`src/rtl/dac_link_pkg.sv`:
```
package dac_link_pkg;
  // command word layout
  localparam int WORD_W = 16;
  localparam int LEVEL_W = 10;
  localparam int CODE_MSB = 15;
  localparam int CODE_LSB = 12;
  localparam int LEVEL_MSB = 11;
  localparam int LEVEL_LSB = 2;
  localparam int SEL_MSB = 4;
  localparam int SEL_LSB = 2;
  localparam int TRAIL_MSB = 1;
  localparam int TRAIL_LSB = 0;
  localparam logic [4:0] LAST_BIT = 5'h0f;
  localparam logic [4:0] BITS_PER_WORD = 5'h10;
  // control codes
  localparam logic [3:0] CODE_LOAD_A = 4'h0;
  localparam logic [3:0] CODE_LOAD_B = 4'h1;
  localparam logic [3:0] CODE_STAGE_A = 4'h4;
  localparam logic [3:0] CODE_STAGE_B = 4'h5;
  localparam logic [3:0] CODE_XFER_A = 4'h8;
  localparam logic [3:0] CODE_XFER_B = 4'h9;
  localparam logic [3:0] CODE_LOAD_AB = 4'hc;
  localparam logic [3:0] CODE_STAGE_AB = 4'hd;
  localparam logic [3:0] CODE_XFER_AB = 4'he;
  localparam logic [3:0] CODE_POWER = 4'hf;
  // channel select values of a power command
  localparam logic [2:0] SEL_A = 3'h0;
  localparam logic [2:0] SEL_B = 3'h1;
  localparam logic [2:0] SEL_AB = 3'h4;
  // power states, in trailing-bit order
  typedef enum logic [1:0] {PWR_WAKE, PWR_FLOAT, PWR_1K, PWR_100K} power_t;
  // values after reset
  localparam logic [LEVEL_W-1:0] LEVEL_RESET = 10'h000;
  localparam power_t POWER_RESET = PWR_100K;
  // fsm states
  typedef enum logic [1:0] {DEV_IDLE, DEV_SHIFT, DEV_DONE} dev_state_t;
  typedef enum logic {HOST_IDLE, HOST_SHIFT} host_state_t;
  // timing
  localparam int CLK_PERIOD_NS = 5;
  localparam int CS_GAP_NS = 80;
  localparam int WAKE_US = 8;
  localparam int CS_GAP_CYCLES = (CS_GAP_NS + CLK_PERIOD_NS - 1) / CLK_PERIOD_NS;
  localparam int WAKE_CYCLES = (WAKE_US * 1000 + CLK_PERIOD_NS - 1) / CLK_PERIOD_NS;
  localparam int SCLK_HALF_CYCLES = 13;
  // controller register map (byte addresses)
  localparam int ADDR_W = 4;
  localparam logic [ADDR_W-1:0] OFS_COMMAND = 4'h0;
  localparam logic [ADDR_W-1:0] OFS_STATUS = 4'h4;
  localparam int ST_PENDING = 0;
  localparam int ST_FRAME = 1;
  localparam int ST_WAKE_WAIT = 2;
  localparam logic [1:0] RESP_OKAY = 2'h0;
  localparam logic [1:0] RESP_SLVERR = 2'h2;
endpackage

```
`src/rtl/dac_serial_if.sv`:
```
`timescale 1ns/1ps
// three-wire command link; the host drives all wires
interface dac_serial_if;
  logic frame_n; // frame select, active low
  logic sclk;    // serial clock, sampled on falling edges
  logic sdata;   // serial data, msb first
  modport device (input frame_n, input sclk, input sdata);
  modport host (output frame_n, output sclk, output sdata);
endinterface

```
`src/rtl/dac_serial_host.sv`:
```
`timescale 1ns/1ps
// serial master driven by software over an axi4-lite slave port
module dac_serial_host #(
  parameter int SCLK_HALF = dac_link_pkg::SCLK_HALF_CYCLES,
  parameter int WAKE_WAIT = dac_link_pkg::WAKE_CYCLES
) (
  input wire logic aclk,
  input wire logic aresetn,
  dac_serial_if.host link,
  input wire logic awvalid,
  output logic awready,
  input wire logic [dac_link_pkg::ADDR_W-1:0] awaddr,
  input wire logic wvalid,
  output logic wready,
  input wire logic [31:0] wdata,
  input wire logic [3:0] wstrb,
  output logic bvalid,
  input wire logic bready,
  output logic [1:0] bresp,
  input wire logic arvalid,
  output logic arready,
  input wire logic [dac_link_pkg::ADDR_W-1:0] araddr,
  output logic rvalid,
  input wire logic rready,
  output logic [31:0] rdata,
  output logic [1:0] rresp
);
  // write channel holding
  logic aw_held_reg;
  logic w_held_reg;
  logic [dac_link_pkg::ADDR_W-1:0] awaddr_reg;
  logic [31:0] wdata_reg;
  logic [3:0] wstrb_reg;
  logic do_write;
  logic cmd_ok;
  // command queue of one word
  logic pend_reg;
  logic [15:0] pend_word_reg;
  logic [15:0] tx_word_reg;
  // link sequencer
  dac_link_pkg::host_state_t state_reg;
  logic [7:0] half_cnt_reg;
  logic [4:0] bit_cnt_reg;
  logic [7:0] gap_cnt_reg;
  logic [11:0] wake_cnt_reg;
  logic frame_n_reg;
  logic sclk_reg;
  logic sdata_reg;
  logic start;
  logic half_done;
  logic pend_hits_output;

  // write address and data are taken independently
  assign awready = !aw_held_reg && !bvalid;
  assign wready = !w_held_reg && !bvalid;
  assign arready = !rvalid;
  assign do_write = aw_held_reg && w_held_reg && !bvalid;
  assign cmd_ok = (awaddr_reg == dac_link_pkg::OFS_COMMAND) && !pend_reg
                  && (wstrb_reg[1:0] == 2'h3);

  // capture address and data, then answer once both are held
  always_ff @(posedge aclk) begin
    if (!aresetn) begin
      aw_held_reg <= 1'b0;
      w_held_reg <= 1'b0;
      awaddr_reg <= '0;
      wdata_reg <= '0;
      wstrb_reg <= '0;
      bvalid <= 1'b0;
      bresp <= dac_link_pkg::RESP_OKAY;
    end else begin
      if (awvalid && awready) begin
        aw_held_reg <= 1'b1;
        awaddr_reg <= awaddr;
      end
      if (wvalid && wready) begin
        w_held_reg <= 1'b1;
        wdata_reg <= wdata;
        wstrb_reg <= wstrb;
      end
      if (do_write) begin
        aw_held_reg <= 1'b0;
        w_held_reg <= 1'b0;
        bvalid <= 1'b1;
        // status writes are ignored; busy or partial command writes fail
        bresp <= (cmd_ok || awaddr_reg == dac_link_pkg::OFS_STATUS) ?
                 dac_link_pkg::RESP_OKAY : dac_link_pkg::RESP_SLVERR;
      end else if (bvalid && bready) begin
        bvalid <= 1'b0;
      end
    end
  end

  // read answers one cycle after the address is taken
  always_ff @(posedge aclk) begin
    if (!aresetn) begin
      rvalid <= 1'b0;
      rdata <= '0;
      rresp <= dac_link_pkg::RESP_OKAY;
    end else if (arvalid && arready) begin
      rvalid <= 1'b1;
      rresp <= dac_link_pkg::RESP_OKAY;
      if (araddr == dac_link_pkg::OFS_COMMAND) begin
        rdata <= {16'h0000, tx_word_reg};
      end else if (araddr == dac_link_pkg::OFS_STATUS) begin
        rdata <= {29'h0, wake_cnt_reg != 12'h000, !frame_n_reg, pend_reg};
      end else begin
        rdata <= '0;
        rresp <= dac_link_pkg::RESP_SLVERR;
      end
    end else if (rvalid && rready) begin
      rvalid <= 1'b0;
    end
  end

  // pending command; trailing bits forced low except on power commands
  always_ff @(posedge aclk) begin
    if (!aresetn) begin
      pend_reg <= 1'b0;
      pend_word_reg <= '0;
    end else if (do_write && cmd_ok) begin
      pend_reg <= 1'b1;
      pend_word_reg <= (wdata_reg[15:12] == dac_link_pkg::CODE_POWER) ?
                       wdata_reg[15:0] : {wdata_reg[15:2], 2'h0};
    end else if (start) begin
      pend_reg <= 1'b0;
    end
  end

  // commands that write an output register must wait out a wake-up
  always_comb begin
    unique case (pend_word_reg[15:12])
      dac_link_pkg::CODE_LOAD_A, dac_link_pkg::CODE_LOAD_B,
      dac_link_pkg::CODE_XFER_A, dac_link_pkg::CODE_XFER_B,
      dac_link_pkg::CODE_LOAD_AB, dac_link_pkg::CODE_XFER_AB: pend_hits_output = 1'b1;
      default: pend_hits_output = 1'b0;
    endcase
  end

  // start when idle, the frame gap has passed and no wake wait blocks it
  assign start = (state_reg == dac_link_pkg::HOST_IDLE) && pend_reg
                 && (gap_cnt_reg == 8'h00)
                 && !(pend_hits_output && wake_cnt_reg != 12'h000);
  assign half_done = (half_cnt_reg == 8'(SCLK_HALF - 1));

  // frame, clock and data sequencer; sclk rests low, data moves on rises
  always_ff @(posedge aclk) begin
    if (!aresetn) begin
      state_reg <= dac_link_pkg::HOST_IDLE;
      frame_n_reg <= 1'b1;
      sclk_reg <= 1'b0;
      sdata_reg <= 1'b0;
      half_cnt_reg <= 8'h00;
      bit_cnt_reg <= 5'h00;
      tx_word_reg <= '0;
    end else if (start) begin
      state_reg <= dac_link_pkg::HOST_SHIFT;
      frame_n_reg <= 1'b0;
      tx_word_reg <= pend_word_reg;
      half_cnt_reg <= 8'h00;
      bit_cnt_reg <= 5'h00;
    end else if (state_reg == dac_link_pkg::HOST_SHIFT) begin
      half_cnt_reg <= half_done ? 8'h00 : half_cnt_reg + 8'h01;
      if (half_done && sclk_reg) begin
        sclk_reg <= 1'b0;
        bit_cnt_reg <= bit_cnt_reg + 5'h01;
      end else if (half_done && bit_cnt_reg == dac_link_pkg::BITS_PER_WORD) begin
        // release the frame after the sixteenth fall
        frame_n_reg <= 1'b1;
        state_reg <= dac_link_pkg::HOST_IDLE;
      end else if (half_done) begin
        sclk_reg <= 1'b1;
        // msb first, stable across the following fall
        sdata_reg <= tx_word_reg[4'(15 - bit_cnt_reg)];
      end
    end
  end

  // frame-high gap counter, reloaded as the frame ends
  always_ff @(posedge aclk) begin
    if (!aresetn) begin
      gap_cnt_reg <= 8'h00;
    end else if (state_reg == dac_link_pkg::HOST_SHIFT && !frame_n_reg && half_done
                 && !sclk_reg && bit_cnt_reg == dac_link_pkg::BITS_PER_WORD) begin
      gap_cnt_reg <= 8'(dac_link_pkg::CS_GAP_CYCLES);
    end else if (gap_cnt_reg != 8'h00) begin
      gap_cnt_reg <= gap_cnt_reg - 8'h01;
    end
  end

  // wake-up recovery counter, started when a wake command goes out
  always_ff @(posedge aclk) begin
    if (!aresetn) begin
      wake_cnt_reg <= 12'h000;
    end else if (start && pend_word_reg[15:12] == dac_link_pkg::CODE_POWER
                 && pend_word_reg[1:0] == 2'h0) begin
      wake_cnt_reg <= 12'(WAKE_WAIT + 16 * 2 * SCLK_HALF + SCLK_HALF);
    end else if (wake_cnt_reg != 12'h000) begin
      wake_cnt_reg <= wake_cnt_reg - 12'h001;
    end
  end

  assign link.frame_n = frame_n_reg;
  assign link.sclk = sclk_reg;
  assign link.sdata = sdata_reg;
endmodule

```
`src/flat_wrapper.sv`:
```
// flat-port wrapper written by rule: the top's interface ports become plain ports
module dac_serial_host_flat 
#(
  parameter int SCLK_HALF = dac_link_pkg::SCLK_HALF_CYCLES,
  parameter int WAKE_WAIT = dac_link_pkg::WAKE_CYCLES
)
  (aclk, aresetn, awvalid, awready, awaddr, wvalid, wready, wdata, wstrb, bvalid, bready, bresp, arvalid, arready, araddr, rvalid, rready, rdata, rresp, link_frame_n, link_sclk, link_sdata);
  dac_serial_if link_i ();
  input wire logic aclk;
  input wire logic aresetn;
  input wire logic awvalid;
  output logic awready;
  input wire logic [dac_link_pkg::ADDR_W-1:0] awaddr;
  input wire logic wvalid;
  output logic wready;
  input wire logic [31:0] wdata;
  input wire logic [3:0] wstrb;
  output logic bvalid;
  input wire logic bready;
  output logic [1:0] bresp;
  input wire logic arvalid;
  output logic arready;
  input wire logic [dac_link_pkg::ADDR_W-1:0] araddr;
  output logic rvalid;
  input wire logic rready;
  output logic [31:0] rdata;
  output logic [1:0] rresp;
  output wire logic [$bits(link_i.frame_n)-1:0] link_frame_n;
  output wire logic [$bits(link_i.sclk)-1:0] link_sclk;
  output wire logic [$bits(link_i.sdata)-1:0] link_sdata;
  assign link_frame_n = link_i.frame_n;
  assign link_sclk = link_i.sclk;
  assign link_sdata = link_i.sdata;
  dac_serial_host #(.SCLK_HALF(SCLK_HALF), .WAKE_WAIT(WAKE_WAIT)) u_core (.aclk(aclk), .aresetn(aresetn), .link(link_i), .awvalid(awvalid), .awready(awready), .awaddr(awaddr), .wvalid(wvalid), .wready(wready), .wdata(wdata), .wstrb(wstrb), .bvalid(bvalid), .bready(bready), .bresp(bresp), .arvalid(arvalid), .arready(arready), .araddr(araddr), .rvalid(rvalid), .rready(rready), .rdata(rdata), .rresp(rresp));
endmodule
```
`config.mk`:
```
export PLATFORM = sky130hd
export DESIGN_NAME = dac_serial_host_flat
export DESIGN_NICKNAME = d
export VERILOG_FILES = /design/src/rtl/dac_link_pkg.sv /design/src/rtl/dac_serial_if.sv /design/src/rtl/dac_serial_host.sv /design/src/flat_wrapper.sv
export SDC_FILE = /design/constraint.sdc
export NUM_CORES = 1
export LEC_CHECK = 0
export BUFFER_PORTS_ARGS = -buffer_cell sky130_fd_sc_hd__buf_2
export CORE_ASPECT_RATIO = 1.25
export CORE_MARGIN = 1.5
export CORE_UTILIZATION = 25
export CTS_BUF_LIST = sky130_fd_sc_hd__clkbuf_4
export DETAILED_ROUTE_END_ITERATION = 10
export GPL_ROUTABILITY_DRIVEN = 0
export PLACE_DENSITY = 0.42
export SYNTH_ARGS = -nofsm -noshare
export SYNTH_HDL_FRONTEND = slang
export SYNTH_SLANG_ARGS = --single-unit
```
`constraint.sdc`:
```
create_clock -name aclk -period 3.6 [get_ports aclk]
set_clock_uncertainty 0.15 [all_clocks]
set_input_delay 0.36 -clock aclk [delete_from_list [all_inputs] [get_ports aclk]]
set_output_delay 0.36 -clock aclk [all_outputs]
set_load 0.005 [all_outputs]
```
* Word level (Yosys, flattened, before mapping)
Index checks and enable logic that the tools add are counted.
** Word-level totals
- Logic and storage cells :: 136
- Register bits after elaboration :: 132
- Input bits :: 51
** Cells by class
- Magnitude comparators :: 1
- Bitwise operators :: 5
- Multiplexer cells :: 31
- Reduce and logical (&&, ||, !) cells :: 57
- Equal/unequal tests :: 14
- Add/sub/neg operators :: 5
** Operators with widths (count)
- 32-bit two-way mux :: 1
- 4-bit == test, second input constant :: 6
- 1-bit logical AND :: 24
- 11-bit two-way mux :: 2
- 1-bit two-way mux :: 19
- 2-bit nonzero test :: 8
- 4-bit logical NOT :: 3
- 12-bit nonzero test :: 1
- 12-bit by 1-bit subtractor with 12-bit output, second input constant :: 1
- 5-bit two-way mux :: 2
- 8-bit by 1-bit adder with 8-bit output, second input constant :: 1
- 4-bit by 3-bit == test with 1-bit output, second input constant :: 2
- 8-bit by 4-bit == test with 1-bit output, second input constant :: 1
- 1-bit logical NOT :: 8
- 8-bit logical NOT :: 1
- 2-bit two-way mux :: 4
- 8-bit two-way mux :: 1
- 8-bit nonzero test :: 1
- 2-bit OR reduction :: 4
- 8-bit by 1-bit subtractor with 8-bit output, second input constant :: 1
- 6-bit OR reduction :: 1
- 5-bit by 1-bit adder with 5-bit output, second input constant :: 1
- 5-bit == test, second input constant :: 1
- 4-bit by 5-bit < comparator with 1-bit output, second input constant :: 1
- 13 further kinds :: 18

* Logic depth before layout (Yosys ltp)
Gate-level depths: netlist (run 1).
- Word-level depth :: 9
- Gate-level depth with buffers :: 7

* Worst setup path after synthesis (run 1)
No wires, ideal clock.
- Path type :: register to register
- Start point :: register u_core.wake_cnt_reg[0]
- End point :: register u_core.tx_word_reg[10]
- Arrival time :: 1.750 ns
- Stages on the path, launching flop included :: 8
- Library setup time :: 0.072 ns
- Path slack :: 1.628 ns
- Buffers on the path :: 1
- Clock period less this slack :: 1.972 ns
- Data required time :: 3.378 ns
- Cell sequence :: dfxtp_1 inv_1 ha_1 nor2b_1 nand4_4 a21oi_4 buf_6 mux2i_1
** Between the ends
- Word-level cells in the longest chain between the ends :: 4
** Ends and longest elaborated chain
- from (decl) :: line dac_serial_host.sv:45 : logic [11:0] wake_cnt_reg;
- from (signal assigned) :: line dac_serial_host.sv:197 : wake_cnt_reg <= 12'(WAKE_WAIT + 16 * 2 * SCLK_HALF + SCLK_HALF);
- from (signal assigned) :: line dac_serial_host.sv:199 : wake_cnt_reg <= wake_cnt_reg - 12'h001;
- 12-bit nonzero test :: line dac_serial_host.sv:143 : && !(pend_hits_output && wake_cnt_reg != 12'h000);
- 1-bit logical AND :: line dac_serial_host.sv:143
- 1-bit logical NOT :: line dac_serial_host.sv:143
- 1-bit logical AND :: line dac_serial_host.sv:143
- to (signal assigned) :: line dac_serial_host.sv:159 : tx_word_reg <= pend_word_reg;
- to (decl) :: line dac_serial_host.sv:39 : logic [15:0] tx_word_reg;
Every way passes these cells.
A chain may end at the register's enable or synchronous reset.

* Final worst setup path (run 1)
- Start point :: register u_core.gap_cnt_reg[0]
- End point :: register u_core.tx_word_reg[2]
** Between the ends
- Word-level cells in the longest chain between the ends :: 3
** Ends and longest elaborated chain
- from (decl) :: line dac_serial_host.sv:44 : logic [7:0] gap_cnt_reg;
- from (signal assigned) :: line dac_serial_host.sv:185 : gap_cnt_reg <= 8'(dac_link_pkg::CS_GAP_CYCLES);
- from (signal assigned) :: line dac_serial_host.sv:187 : gap_cnt_reg <= gap_cnt_reg - 8'h01;
- 8-bit logical NOT :: line dac_serial_host.sv:142 : && (gap_cnt_reg == 8'h00)
- 1-bit logical AND :: line dac_serial_host.sv:142
- 1-bit logical AND :: line dac_serial_host.sv:143
Every way passes these cells.

==> impl_summary.md, run 1 <==
Synthesis
Yosys mapped a number of flops with a built-in enable equal to 0. After synthesis, the most frequently instantiated cells are dfxtp_1, nand2_1, nor2_1, mux2i_1, a21oi_1. The part of the Yosys area used for sequential elements is 45.09%.

After synthesis, the share of flip-flops with an asynchronous set or reset is 0%. The post-synthesis cell count is between 500 and 600. The share of synthesized area in the top cell type comes to between 40% and 50%. After synthesis the netlist holds a flip-flop and latch count of about 110. The most used standard cell by instance count after synthesis is dfxtp_1.

The post-synthesis average cell area is roughly 8.9 um2. Yosys printed 0 warnings. For this run, the leading register cell type out of synthesis is dfxtp_1.

The largest total area in the synthesized netlist belongs to dfxtp_1. After synthesis, the cell types taking the most area are dfxtp_1, mux2i_1, nand2_1. The post-synthesis cell area is roughly 5100 um2.

Counting distinct cell types in the post-synthesis netlist gives slightly above 60.

Worst setup path
In this run the worst path has a maximum fanout of 32. The worst setup path is launched from a register. STA classifies the critical path endpoint as a register. The worst endpoint data arrival time is 2.76 ns. For the worst setup path, the data required time is between 3 and 4 ns. The type of the worst setup path is register to register.

Power and ir drop
The worst vdd rail ir drop is 0.2353 mV. For this design the static power due to leakage is roughly 2.4 nW. The power density of the placed cells is just under 600 nW/um2.

Timing
The highest clock frequency the design can meet is 406.8 MHz. The final critical-path setup slack is 1.142 ns. Setup repair after global routing left no endpoint under its margin.

The number of slew-limit violations in the final report is 0. The total count of hold-check failures in the final report came to 0. Setup violations remaining at the end of the flow were counted as 0.

The portion of the clock cycle consumed by the worst path in the final layout is 68.29%. At the pin with the least slew margin, the transition time is roughly 0.85 ns. Summed over all failing endpoints, the final setup total negative slack is 0 ns. The post-route minimum period is about 2.5 ns. In this run the tightest slew margin relative to its limit is 43.06%.

Drt
The post-detailed-route wirelength per cell is 12.25 um. The number of remaining DRC errors is 0. Wire segments on met3 add up to between 300 and 400 um in the final route.

For this run, the detailed router's first-pass iteration total came to 4. The total length of routed met2 wires is roughly 5600 um. The DRC violation total after the first TritonRoute iteration is between 100 and 150. The count of nets left with antenna violations once routing finished came out at 0. The highest routing layer actually used is met4. After detailed routing, the total wire length is approximately 11000 um. The via count is 4051. The ratio of routed vias to standard cells is around 4.4. For this block, wires on met1 add up to between 5000 and 6000 um.

Final layout
The multi-input combinational cell area is around 2500 um2. At the end of the flow the core is filled with cells to 30.71%. The sequential cells in the finished layout cover a total of about 2300 um2. The layout has around 2100 filler cells.

The relative area change from synthesis to final layout is 21.11%. After the last flow step, the layout net total stands at between 700 and 800. The ratio of cells with drive above 1 in the final layout is between 15 and 20%.

Place
Before CTS, the worst setup slack after placement is between 1 and 1.5 ns. Port buffering added just under 60 buffers. The placed wire-length estimate after detailed placement is 8126 um.

CTS
The H-tree was split into 4 levels. TritonCTS built the clock tree. Clock tree synthesis selected as its root buffer the cell clkbuf_4. After clock tree synthesis, the setup repair step added 0 buffers. The number of buffers created by CTS is 17. The maximum number of buffers from clock root to sink is 2. The clock transition at the registers of the reported paths is ~0.1 ns. The clock net sink count is ~110. The insertion delay of the later-clocked pin in the worst-skew pair is 0.52 ns.

Floorplan
The cell row count is 58. The top-level I/O count is 95. The die outline width is ~130 um.

The area of the core is 19960 um2. The area of the die is roughly 21000 um2. The initial standard-cell utilization of the core is 25.36%.

Measured along the y axis, the die boundary spans around 160 um.

GRT
The total overflow left after global routing is 0. The initial antenna violation count is 1. The first global-routing pass estimated between 15000 and 20000 um of wire. The via count of the first global-routing pass is ~3900. The maximum number of pins on one net before global-route repair is 53. The global-route total usage across every layer is 11.44%.

Worst hold path
In this run the worst hold path is classified as primary input to register.

Status
The flow ran to the end, and the final reports show no timing, DRC or antenna violations.

Job
The tool flagged a number of max-cap violations equal to 0.
-- logic make-up after synthesis --
family          Yosys count  synth area share, %
simple gates            233                22.67
flops                   114                45.09
compound gates           87                11.50
buf+inv                  64                6.724
mux                      47                9.790
xor+xnor                 14                2.423
fa+ha+maj                 7                1.730
other cells               1              0.07409
-- worst paths after layout --
check	startpoint	end	slack, ns	depth (start not counted)
setup / recovery	u_core.gap_cnt_reg[0]$_SDFFE_PP0P_	u_core.tx_word_reg[2]$_SDFFE_PN0P_	1.14	7
setup reg to reg	u_core.gap_cnt_reg[0]$_SDFFE_PP0P_	u_core.tx_word_reg[2]$_SDFFE_PN0P_	1.14	7
hold reg to reg	u_core.pend_word_reg[5]$_SDFFE_PN0P_	u_core.tx_word_reg[5]$_SDFFE_PN0P_	0.31	2
hold / removal	aresetn	u_core.gap_cnt_reg[6]$_SDFFE_PP0P_	0.07	3
-- metrics by stage --
stage,instance area (um2),hold WS (ns),power [mW],cells
final,6130,0.07136,3.625,927
after floorplan,5125,0.2857,2.253,584
after global routing,6130,0.006078,3.870,927
after detailed placement,5507,0.3002,2.430,869
after CTS,6127,0.01001,3.673,926
after global placement,5507,0.3013,2.405,869
-- layout make-up --
type	count	area share, %
Inverter	17	1.041
Clock inverter	14	3.838
Sequential cell	114	37.23
Timing Repair Buffer	87	9.308
Antenna cell	1	0.04082
Clock buffer	18	2.205
Multi-Input combinational cell	406	40.82
Tap cell	270	5.511
-- placed cells by master, fill, tap and decap left out, types with 5 or more instances in the layout --
| cell | count |
|---|---|
| nor2_1 | 52 |
| a22oi_1 | 13 |
| ha_1 | 7 |
| dlygate4sd3_1 | 25 |
| conb_1 | 18 |
| bufinv_16 | 6 |
| nor3_1 | 22 |
| o21ai_0 | 6 |
| nand4_1 | 7 |
| a211oi_1 | 6 |
| nand2_1 | 98 |
| dfxtp_1 | 114 |
| nand2b_1 | 7 |
| a31oi_1 | 8 |
| inv_1 | 16 |
| xor2_1 | 5 |
| or3_1 | 5 |
| nand3_1 | 8 |
| buf_2 | 58 |
| a21oi_1 | 33 |
| mux2i_1 | 45 |
| xnor2_1 | 9 |
| clkbuf_4 | 18 |
-- where the power goes --
group | switching (mW) | internal (mW)
combinational | 0.492 | 0.395
sequential | 0.148 | 1.39
clock | 0.507 | 0.697
total | 1.15 | 2.48
-- critical path, stage by stage (launching register included) --
cell and delay, ns:
dfxtp_1 0.35, inv_1 0.09, ha_1 0.28, nor3b_2 0.35, nand4b_1 0.32, a21oi_4 0.20
buf_4 0.42, mux2i_1 0.23
-- repair_timing --
item,4_1_cts,5_1_grt
hold buffers,25,0
hold endpoints to repair,25,0
resized for setup,0,0
-- per-layer routing --
metal,up-vias,GRT usage [%]
met5,-,0
met4,0,5.051
met1,1880,13.33
li1,2086,-
met3,13,3.261
met2,72,19.33
(Power assumes the default switching activity.)
==> run 2: changes to the inputs <==
- PLACE_DENSITY: 0.42 -> 0.44
- clock period: 3.6 -> 1.99 ns (I/O delays scaled with it)
==> run 2 against run 1 <==
  * Critical path type is now primary input to register
  * Setup slack worse by 1.2 ns
  * Combinational power is 130% higher
  * Clock power increased by 33%
  * Non-clock buffer count grew 43
  * Critical path depth shrank 1
  * Hold slack worse by 0.079 ns
  * Largest cell class unchanged
  * Clock-buffer cell count unchanged
  * The flow now finishes with violations (negative hold slack, negative setup slack)
  * Design area rose by 5.8%
  * Die area unchanged
  * Sequential share of layout area is 1.9 points lower
==> impl_summary.md, run 2 (synthesis gave the netlist of run 1 again) <==
Status
The run finished, with violations left. The checks that failed: negative hold slack, negative setup slack.

Floorplan
The initial utilization of the core area, before any placement, comes to approximately a quarter. The die outline width is ~130 um. The die is ~160 um tall. The area of the core is between 15000 and 20000 um2. For this design the top-level I/O count stands at between 90 and 100. The initialized floorplan defines 58 standard-cell rows. The area of the die is approximately 21000 um2.

Final layout
In the layout the commonest cells are dfxtp_1, nand2_1, buf_2, nor2_1, mux2i_1. The relative area change from synthesis to final layout is 28.08%. The most common cell after layout, fill and taps aside is dfxtp_1. The net count of the finished layout is 744.

The finished layout holds between 900 and 1000 standard cells, fillers aside. Of the cells placed in the final design, the portion with a size suffix greater than 1 is roughly 23%. The number of filler instances in the final layout is between 2000 and 2500.

Worst setup path
STA puts the critical path data required time at ~2.3 ns. The critical path capture point type is a register. STA puts the critical path data arrival time at around 2.4 ns. On the critical path, the stage with the largest delay is an instance of dlygate4sd3_1. The type of the worst setup path is primary input to register. The top fanout value on the critical path is 3. STA classifies the critical path startpoint as a primary input. The cell depth of the worst flop-to-flop path is 8. The worst register-to-register path ends at u_core.tx_word_reg[0]$_SDFFE_PN0P_. The startpoint identified for the worst register-to-register timing path is u_core.gap_cnt_reg[0]$_SDFFE_PP0P_.

The largest incremental delay on the critical path is around 0.62 ns. The most numerous cell type found on the critical path is dlygate4sd3_1. The worst register-to-register path has a setup slack of 0 ns. Walking the worst path, the cells encountered are dlygate4sd3_1 -> buf_2 -> or3_4 -> dlygate4sd3_1 -> or3_1 -> a21oi_2.

Worst hold path
The worst hold path cell count is 5. The hold-critical path endpoint is u_core.rdata[2]$_SDFFE_PN0P_. The hold path startpoint is araddr[0]. The path type of the worst min-delay path is primary input to register.

Timing
Setup violations remaining at the end of the flow were counted as 1. Static timing analysis puts the maximum clock frequency at 483.0 MHz. For the pin with the worst max-slew slack, the measured transition is about 0.64 ns. Measured against its own limit, the worst slew margin works out to a little under three fifths. For the final routed database, the setup TNS stands at -0.08022 ns. The total count of hold-check failures in the final report is 1.

The smallest clock period supported by the final layout is computed as 2.070 ns. Setup repair after global routing could not meet its margin everywhere. Hold timing on the final database bottoms out at a slack of -0.008109 ns.

After layout, the worst path uses 104.0% of the clock period. The final critical-path setup slack is -0.08022 ns. The number of slew-limit violations in the final report is 0.

CTS
In this run the clock root is driven by a clkbuf_4. No sink is reached through more buffers than the 2 on the longest clock path. The clock tree from TritonCTS is done.

The deepest level of the CTS H-tree is 4. For this design, the sink count on the clock tree is roughly 110. Clock-pin slew was measured on the worst setup and hold paths at approximately 0.1 ns. The insertion delay of the later-clocked pin in the worst-skew pair is ~0.53 ns. TritonCTS created 17 clock buffers.

Power and ir drop
The analysis attributes to cell leakage a power of 2.559 nW. The share of total power dissipated in the clock network is between 20% and 30%. The power density of the placed cells is 986.7 nW/um2.

The worst vdd rail ir drop is between 0.4 and 0.5 mV. The cell internal power dissipation is 4.275 mW. The share of total power consumed by net switching is 33.17%. The sequential share of power is a little over two fifths. The power share of the combinational group is ~33%. The net load switching power is between 2 and 2.5 mW.

GRT
The maximum number of pins on one net before global-route repair is between 40 and 50. After global routing the overflow that remains totals 0. The first global-routing pass estimated 20210 um of wire. The via count of the first global-routing pass is between 4000 and 5000. The initial antenna violation count is 1.

Global routing used around an eighth of the available tracks across all layers.

Drt
The routed design has 12180 um of wire. In the routed design, unresolved DRC markers number 0. The ratio of routed vias to standard cells is between 4 and 5. The detailed router finished its first iteration with ~210 violations. The via count is 4299.

The post-detailed-route wirelength per cell is around 13 um. The count of nets left with antenna violations after detail routing is 0. The number of detailed-route iterations in the first pass is 6.

Job
The tool flagged a number of max-cap violations equal to 0.

Place
The placed wire-length estimate after detailed placement is a little under 9000 um. Port buffering added 58 buffers. Including well taps, the total number of placed cells is between 900 and 1000.
## run 2: area by class of cell
type                            instances  area (um2)  area share (%)
Inverter                               17       63.81          0.9844
Clock buffer                           18       135.1           2.085
Tap cell                              270       337.8           5.211
Antenna cell                            1       2.502         0.03860
Clock inverter                         13       120.1           1.853
Sequential cell                       114        2287           35.28
Timing Repair Buffer                  130       964.7           14.88
Multi-Input combinational cell        406        2571           39.66
## run 2: worst max path at each step
stage	from	to	slack, ns	cells past startpoint
after floorplan	u_core.wake_cnt_reg[0]$_SDFFE_PN0P_	u_core.tx_word_reg[10]$_SDFFE_PN0P_	0.02	7
after global placement	u_core.gap_cnt_reg[0]$_SDFFE_PP0P_	u_core.wake_cnt_reg[2]$_SDFFE_PN0P_	0.04	7
after detailed placement	u_core.gap_cnt_reg[0]$_SDFFE_PP0P_	u_core.wake_cnt_reg[2]$_SDFFE_PN0P_	0.03	7
after CTS	araddr[3]	u_core.rdata[1]$_SDFFE_PN0P_	0.0002	6
after global routing	u_core.gap_cnt_reg[0]$_SDFFE_PP0P_	u_core.tx_word_reg[0]$_SDFFE_PN0P_	-0.11	8
final	araddr[1]	u_core.rdata[1]$_SDFFE_PN0P_	-0.08	6
## run 2: power by group through the flow
stage,registers [mW],logic (mW),clock network [mW]
3_5_place_dp,2.77,1.96,0
3_3_place_gp,2.76,1.92,0
6_report,2.73,2.08,1.59
4_1_cts,2.72,2.02,1.67
5_1_grt,2.77,2.30,1.78
2_1_floorplan,2.77,1.31,0
## run 2: layer usage
| metal | GRT usage (%) | vias up | part of all wire (%) |
|---|---|---|---|
| met5 | 0 | - | 0 |
| met4 | 6.263 | 0 | 2.4 |
| met3 | 3.129 | 18 | 3.8 |
| met2 | 19.50 | 103 | 49 |
| met1 | 14.87 | 2004 | 45 |
| li1 | - | 2174 | - |
## run 2: worst max-delay path: cells and delay by family
family                 cells  cell delay (ns)
buffers and inverters      3             1.27
AND/OR/NAND/NOR            2             0.79
AO/OA/AOI/OAI              1             0.14
## run 2: repair_timing
action,CTS,global route
hold buffers,29,2
gates resized for setup,2,19
endpoints found under the setup margin,9,57
pin swaps,0,1
setup buffers,0,2
endpoints found under the hold margin,39,2
gates cloned,0,1
## run 2: stage by stage
stage	cell area, um2	util [%]	hold WS [ns]	power, mW	setup WS [ns]
floorplan	5125	-	0.1850	4.076	0.01793
detailed placement	5807	29.10	0.2847	4.721	0.02721
global placement	5807	29.10	0.2875	4.674	0.04029
global route	6482	32.48	-0.005522	6.854	-0.1058
finish	6482	32.48	-0.008109	6.396	-0.08022
CTS	6359	31.86	0.009464	6.407	0.0001619
==> run 3: changes to the inputs <==
- CTS_CLUSTER_SIZE: default -> 40
- RECOVER_POWER: default -> 100
- SETUP_SLACK_MARGIN: default -> 0.15
==> run 3 against run 2 <==
  * The flow now finishes without violations
  * Largest cell class unchanged
  * Combinational power is 13% higher
  * Die area stayed put
  * Setup slack improved by 0.14 ns
  * Register-to-register slack better by 0.06 ns
==> impl_summary.md, run 3 (synthesis gave the netlist of run 1 again) <==
CTS
The H-tree was split into 4 levels. The cell at the root of the clock tree is clkbuf_4. Buffers inserted during clock tree synthesis total 17.

Clock latency on the worst-skew pair, taken at its later pin, is ~0.53 ns. The clock transition at the registers of the reported paths is 0.10 ns. The clock net sink count is about 110. The maximum number of buffers from clock root to sink is 2. The clock tree from TritonCTS is done.

Drt
The count of nets left with antenna violations once routing finished came out at 0. The number of remaining DRC errors is 0. The post-detailed-route wirelength per cell is 12.68 um. The ratio of routed vias to standard cells is approximately 4.4. For this block, the initial DRC count from the detailed router was approximately 150. The number of detailed-route iterations in the first pass is 4. The via count is around 4400.

For this block, the routed nets add up to around 13000 um of wire.

Status
The run finished with clean final reports.

GRT
The aggregate global routing overflow is 0. Entering global routing, the biggest net connects 33 pins. The first-pass GRT wire length is about 20000 um.

Global routing consumed, over all layers together, roughly an eighth of the routing resources. The via count of the first global-routing pass was 4220. The initial antenna violation count came to 1.

Floorplan
The initial standard-cell utilization of the core is 25.36%. The floorplan step set the die height to ~160 um. The top-level I/O count is 95.

The cell row count is a little under 60. From left edge to right edge, the die measures between 100 and 150 um. The area of the die is ~21000 um2.

The area of the core is around 20000 um2.

Timing
The number of slew-limit violations in the final report came to 0. The slew at the pin closest to its max-slew limit is approximately 0.6 ns. Setup repair after global routing could not meet its margin everywhere. The final number of setup-violating endpoints is 0. Subtracting the final worst setup slack from the clock period gives slightly below 2 ns.

Summed over all failing endpoints, the final setup total negative slack is 0 ns. Headroom to the max-slew limit came out at approximately three fifths. The worst path uses a little over nine tenths of the clock period.

Hold timing on the final database bottoms out at a slack of between 0.008 and 0.009 ns. Timing would allow up to a little over 500 MHz. The total count of hold-check failures in the final report is 0.

Worst setup path
The worst setup path is captured at a register. The endpoint identified for the worst register-to-register timing path is u_core.gap_cnt_reg[5]$_SDFFE_PP0P_. The kind of cell with the highest combined delay along the critical path is simple AND/OR/NAND/NOR gates. Of all nets on the critical path, the largest fanout is 3. The buffers plus inverters on the worst setup path is 4.

The largest incremental delay on the critical path is between 0.4 and 0.5 ns. The worst endpoint data arrival time is around 2.3 ns. At the worst endpoint, the required time is ~2.3 ns. STA classifies the critical path startpoint as a register. Walking the worst path, the cells encountered are inv_2 -> ha_4 -> nor3b_4 -> buf_4 -> buf_6 -> buf_4 -> or4_4 -> a21oi_2.

In this run the critical register-to-register path is launched from u_core.gap_cnt_reg[1]$_SDFFE_PP0P_. The setup path with the least slack is of type register to register. The number of cells on the worst reg-to-reg path is 8.

The highest-delay cell along the critical path is or4_4. The launch point of the worst path is u_core.gap_cnt_reg[1]$_SDFFE_PP0P_. The setup slack of the worst register-to-register path is ~0.06 ns. The critical path crosses 8 cells after its start point.

The most critical setup path has its endpoint at u_core.gap_cnt_reg[5]$_SDFFE_PP0P_. The most prevalent standard cell on the critical path is buf_4.

Final layout
In the layout the commonest cells are dfxtp_1, nand2_1, nor2_1, buf_4, buf_2. Compared with the post-synthesis result, the final layout area differs by 33.35%. The most common cell after layout, fill and taps aside is dfxtp_1. Of the cells placed in the final design, the portion with a size suffix greater than 1 is 25.07%. The net count of the finished layout is approximately 760.

The number of non-filler instances in the completed layout is 990.

Place
The number of placed instances, taps included, is just over 900. Detailed placement ended at an HPWL of approximately 8600 um. The count of port buffers added during placement is 58.

Worst hold path
The path class of the tightest hold or removal check is primary input to register.

Power and ir drop
Overall power consumption after layout is estimated at between 6 and 7 mW. VDD sags by at most around 0.47 mV. The standby leakage power is between 2 and 3 nW. The power density of the placed cells is 1032 nW/um2.

Job
Across the run, the number of max-cap violations was 0.
==> run 3: repair_timing <==
item	CTS	global route
endpoints found under the setup margin	65	69
endpoints found under the hold margin	40	0
pin swaps	9	24
cloned	2	1
resized for setup	14	56
hold buffers	30	0
buffers inserted	13	6
==> run 3: final cells by class <==
cell class                 count  area, um2
clock inverter                13      166.4
antenna                        2      5.005
inverter                      17      63.81
tap                          270      337.8
timing repair buffer         149       1080
clock buffer                  19      142.6
sequential                   114       2301
multi-input combinational    406       2653
fill                        2086      13210
==> run 3: worst register-to-register path: cells and delay by family, from the launching register on <==
| family | cells | cell delay, ns |
|---|---|---|
| buf+inv | 4 | 0.43 |
| simple gates | 2 | 0.63 |
| fa+ha+maj | 1 | 0.15 |
| flops | 1 | 0.36 |
| compound gates | 1 | 0.15 |
==> run 3: worst min path at each step <==
stage                    from                           endpoint  slack [ns]  depth (start not counted)
finish              araddr[0]       u_core.rdata[1]$_SDFFE_PN0P_       0.008                          4
global route        araddr[1]       u_core.rdata[1]$_SDFFE_PN0P_       0.005                          4
CTS                   awvalid    u_core.aw_held_reg$_SDFFE_PP0P_        0.03                          5
detailed placement  awaddr[2]  u_core.awaddr_reg[2]$_SDFFE_PN0P_        0.28                          3
global placement    awaddr[2]  u_core.awaddr_reg[2]$_SDFFE_PN0P_        0.28                          3
floorplan            wdata[0]   u_core.wdata_reg[0]$_SDFFE_PN0P_        0.18                          2
==> run 3: metal layers <==
layer | vias up | track usage [%] | wire (um) | share of wire (%)
met4 | 0 | 5.859 | 230 | 1.8
met1 | 2056 | 14.36 | 5653 | 45
li1 | 2218 | - | - | -
met3 | 16 | 2.964 | 401 | 3.2
met5 | - | 0 | 0 | 0
met2 | 107 | 20.62 | 6266 | 50
==> run 3: per-stage QoR <==
| stage | util [%] | worst slack (ns) | cell area [um2] |
|---|---|---|---|
| final | 33.82 | 0.06029 | 6749 |
| after detailed placement | 29.22 | -0.008723 | 5832 |
| after CTS | 33.29 | 0.03325 | 6643 |
| after global placement | 29.22 | 0.01554 | 5832 |
| after floorplan | - | 0.1030 | 5155 |
| after global routing | 33.82 | 0.003840 | 6749 |
==> run 3: power by group <==
part,internal (mW),switching (mW)
Clock,1.00,0.864
Sequential,2.52,0.220
Combinational,1.23,1.13
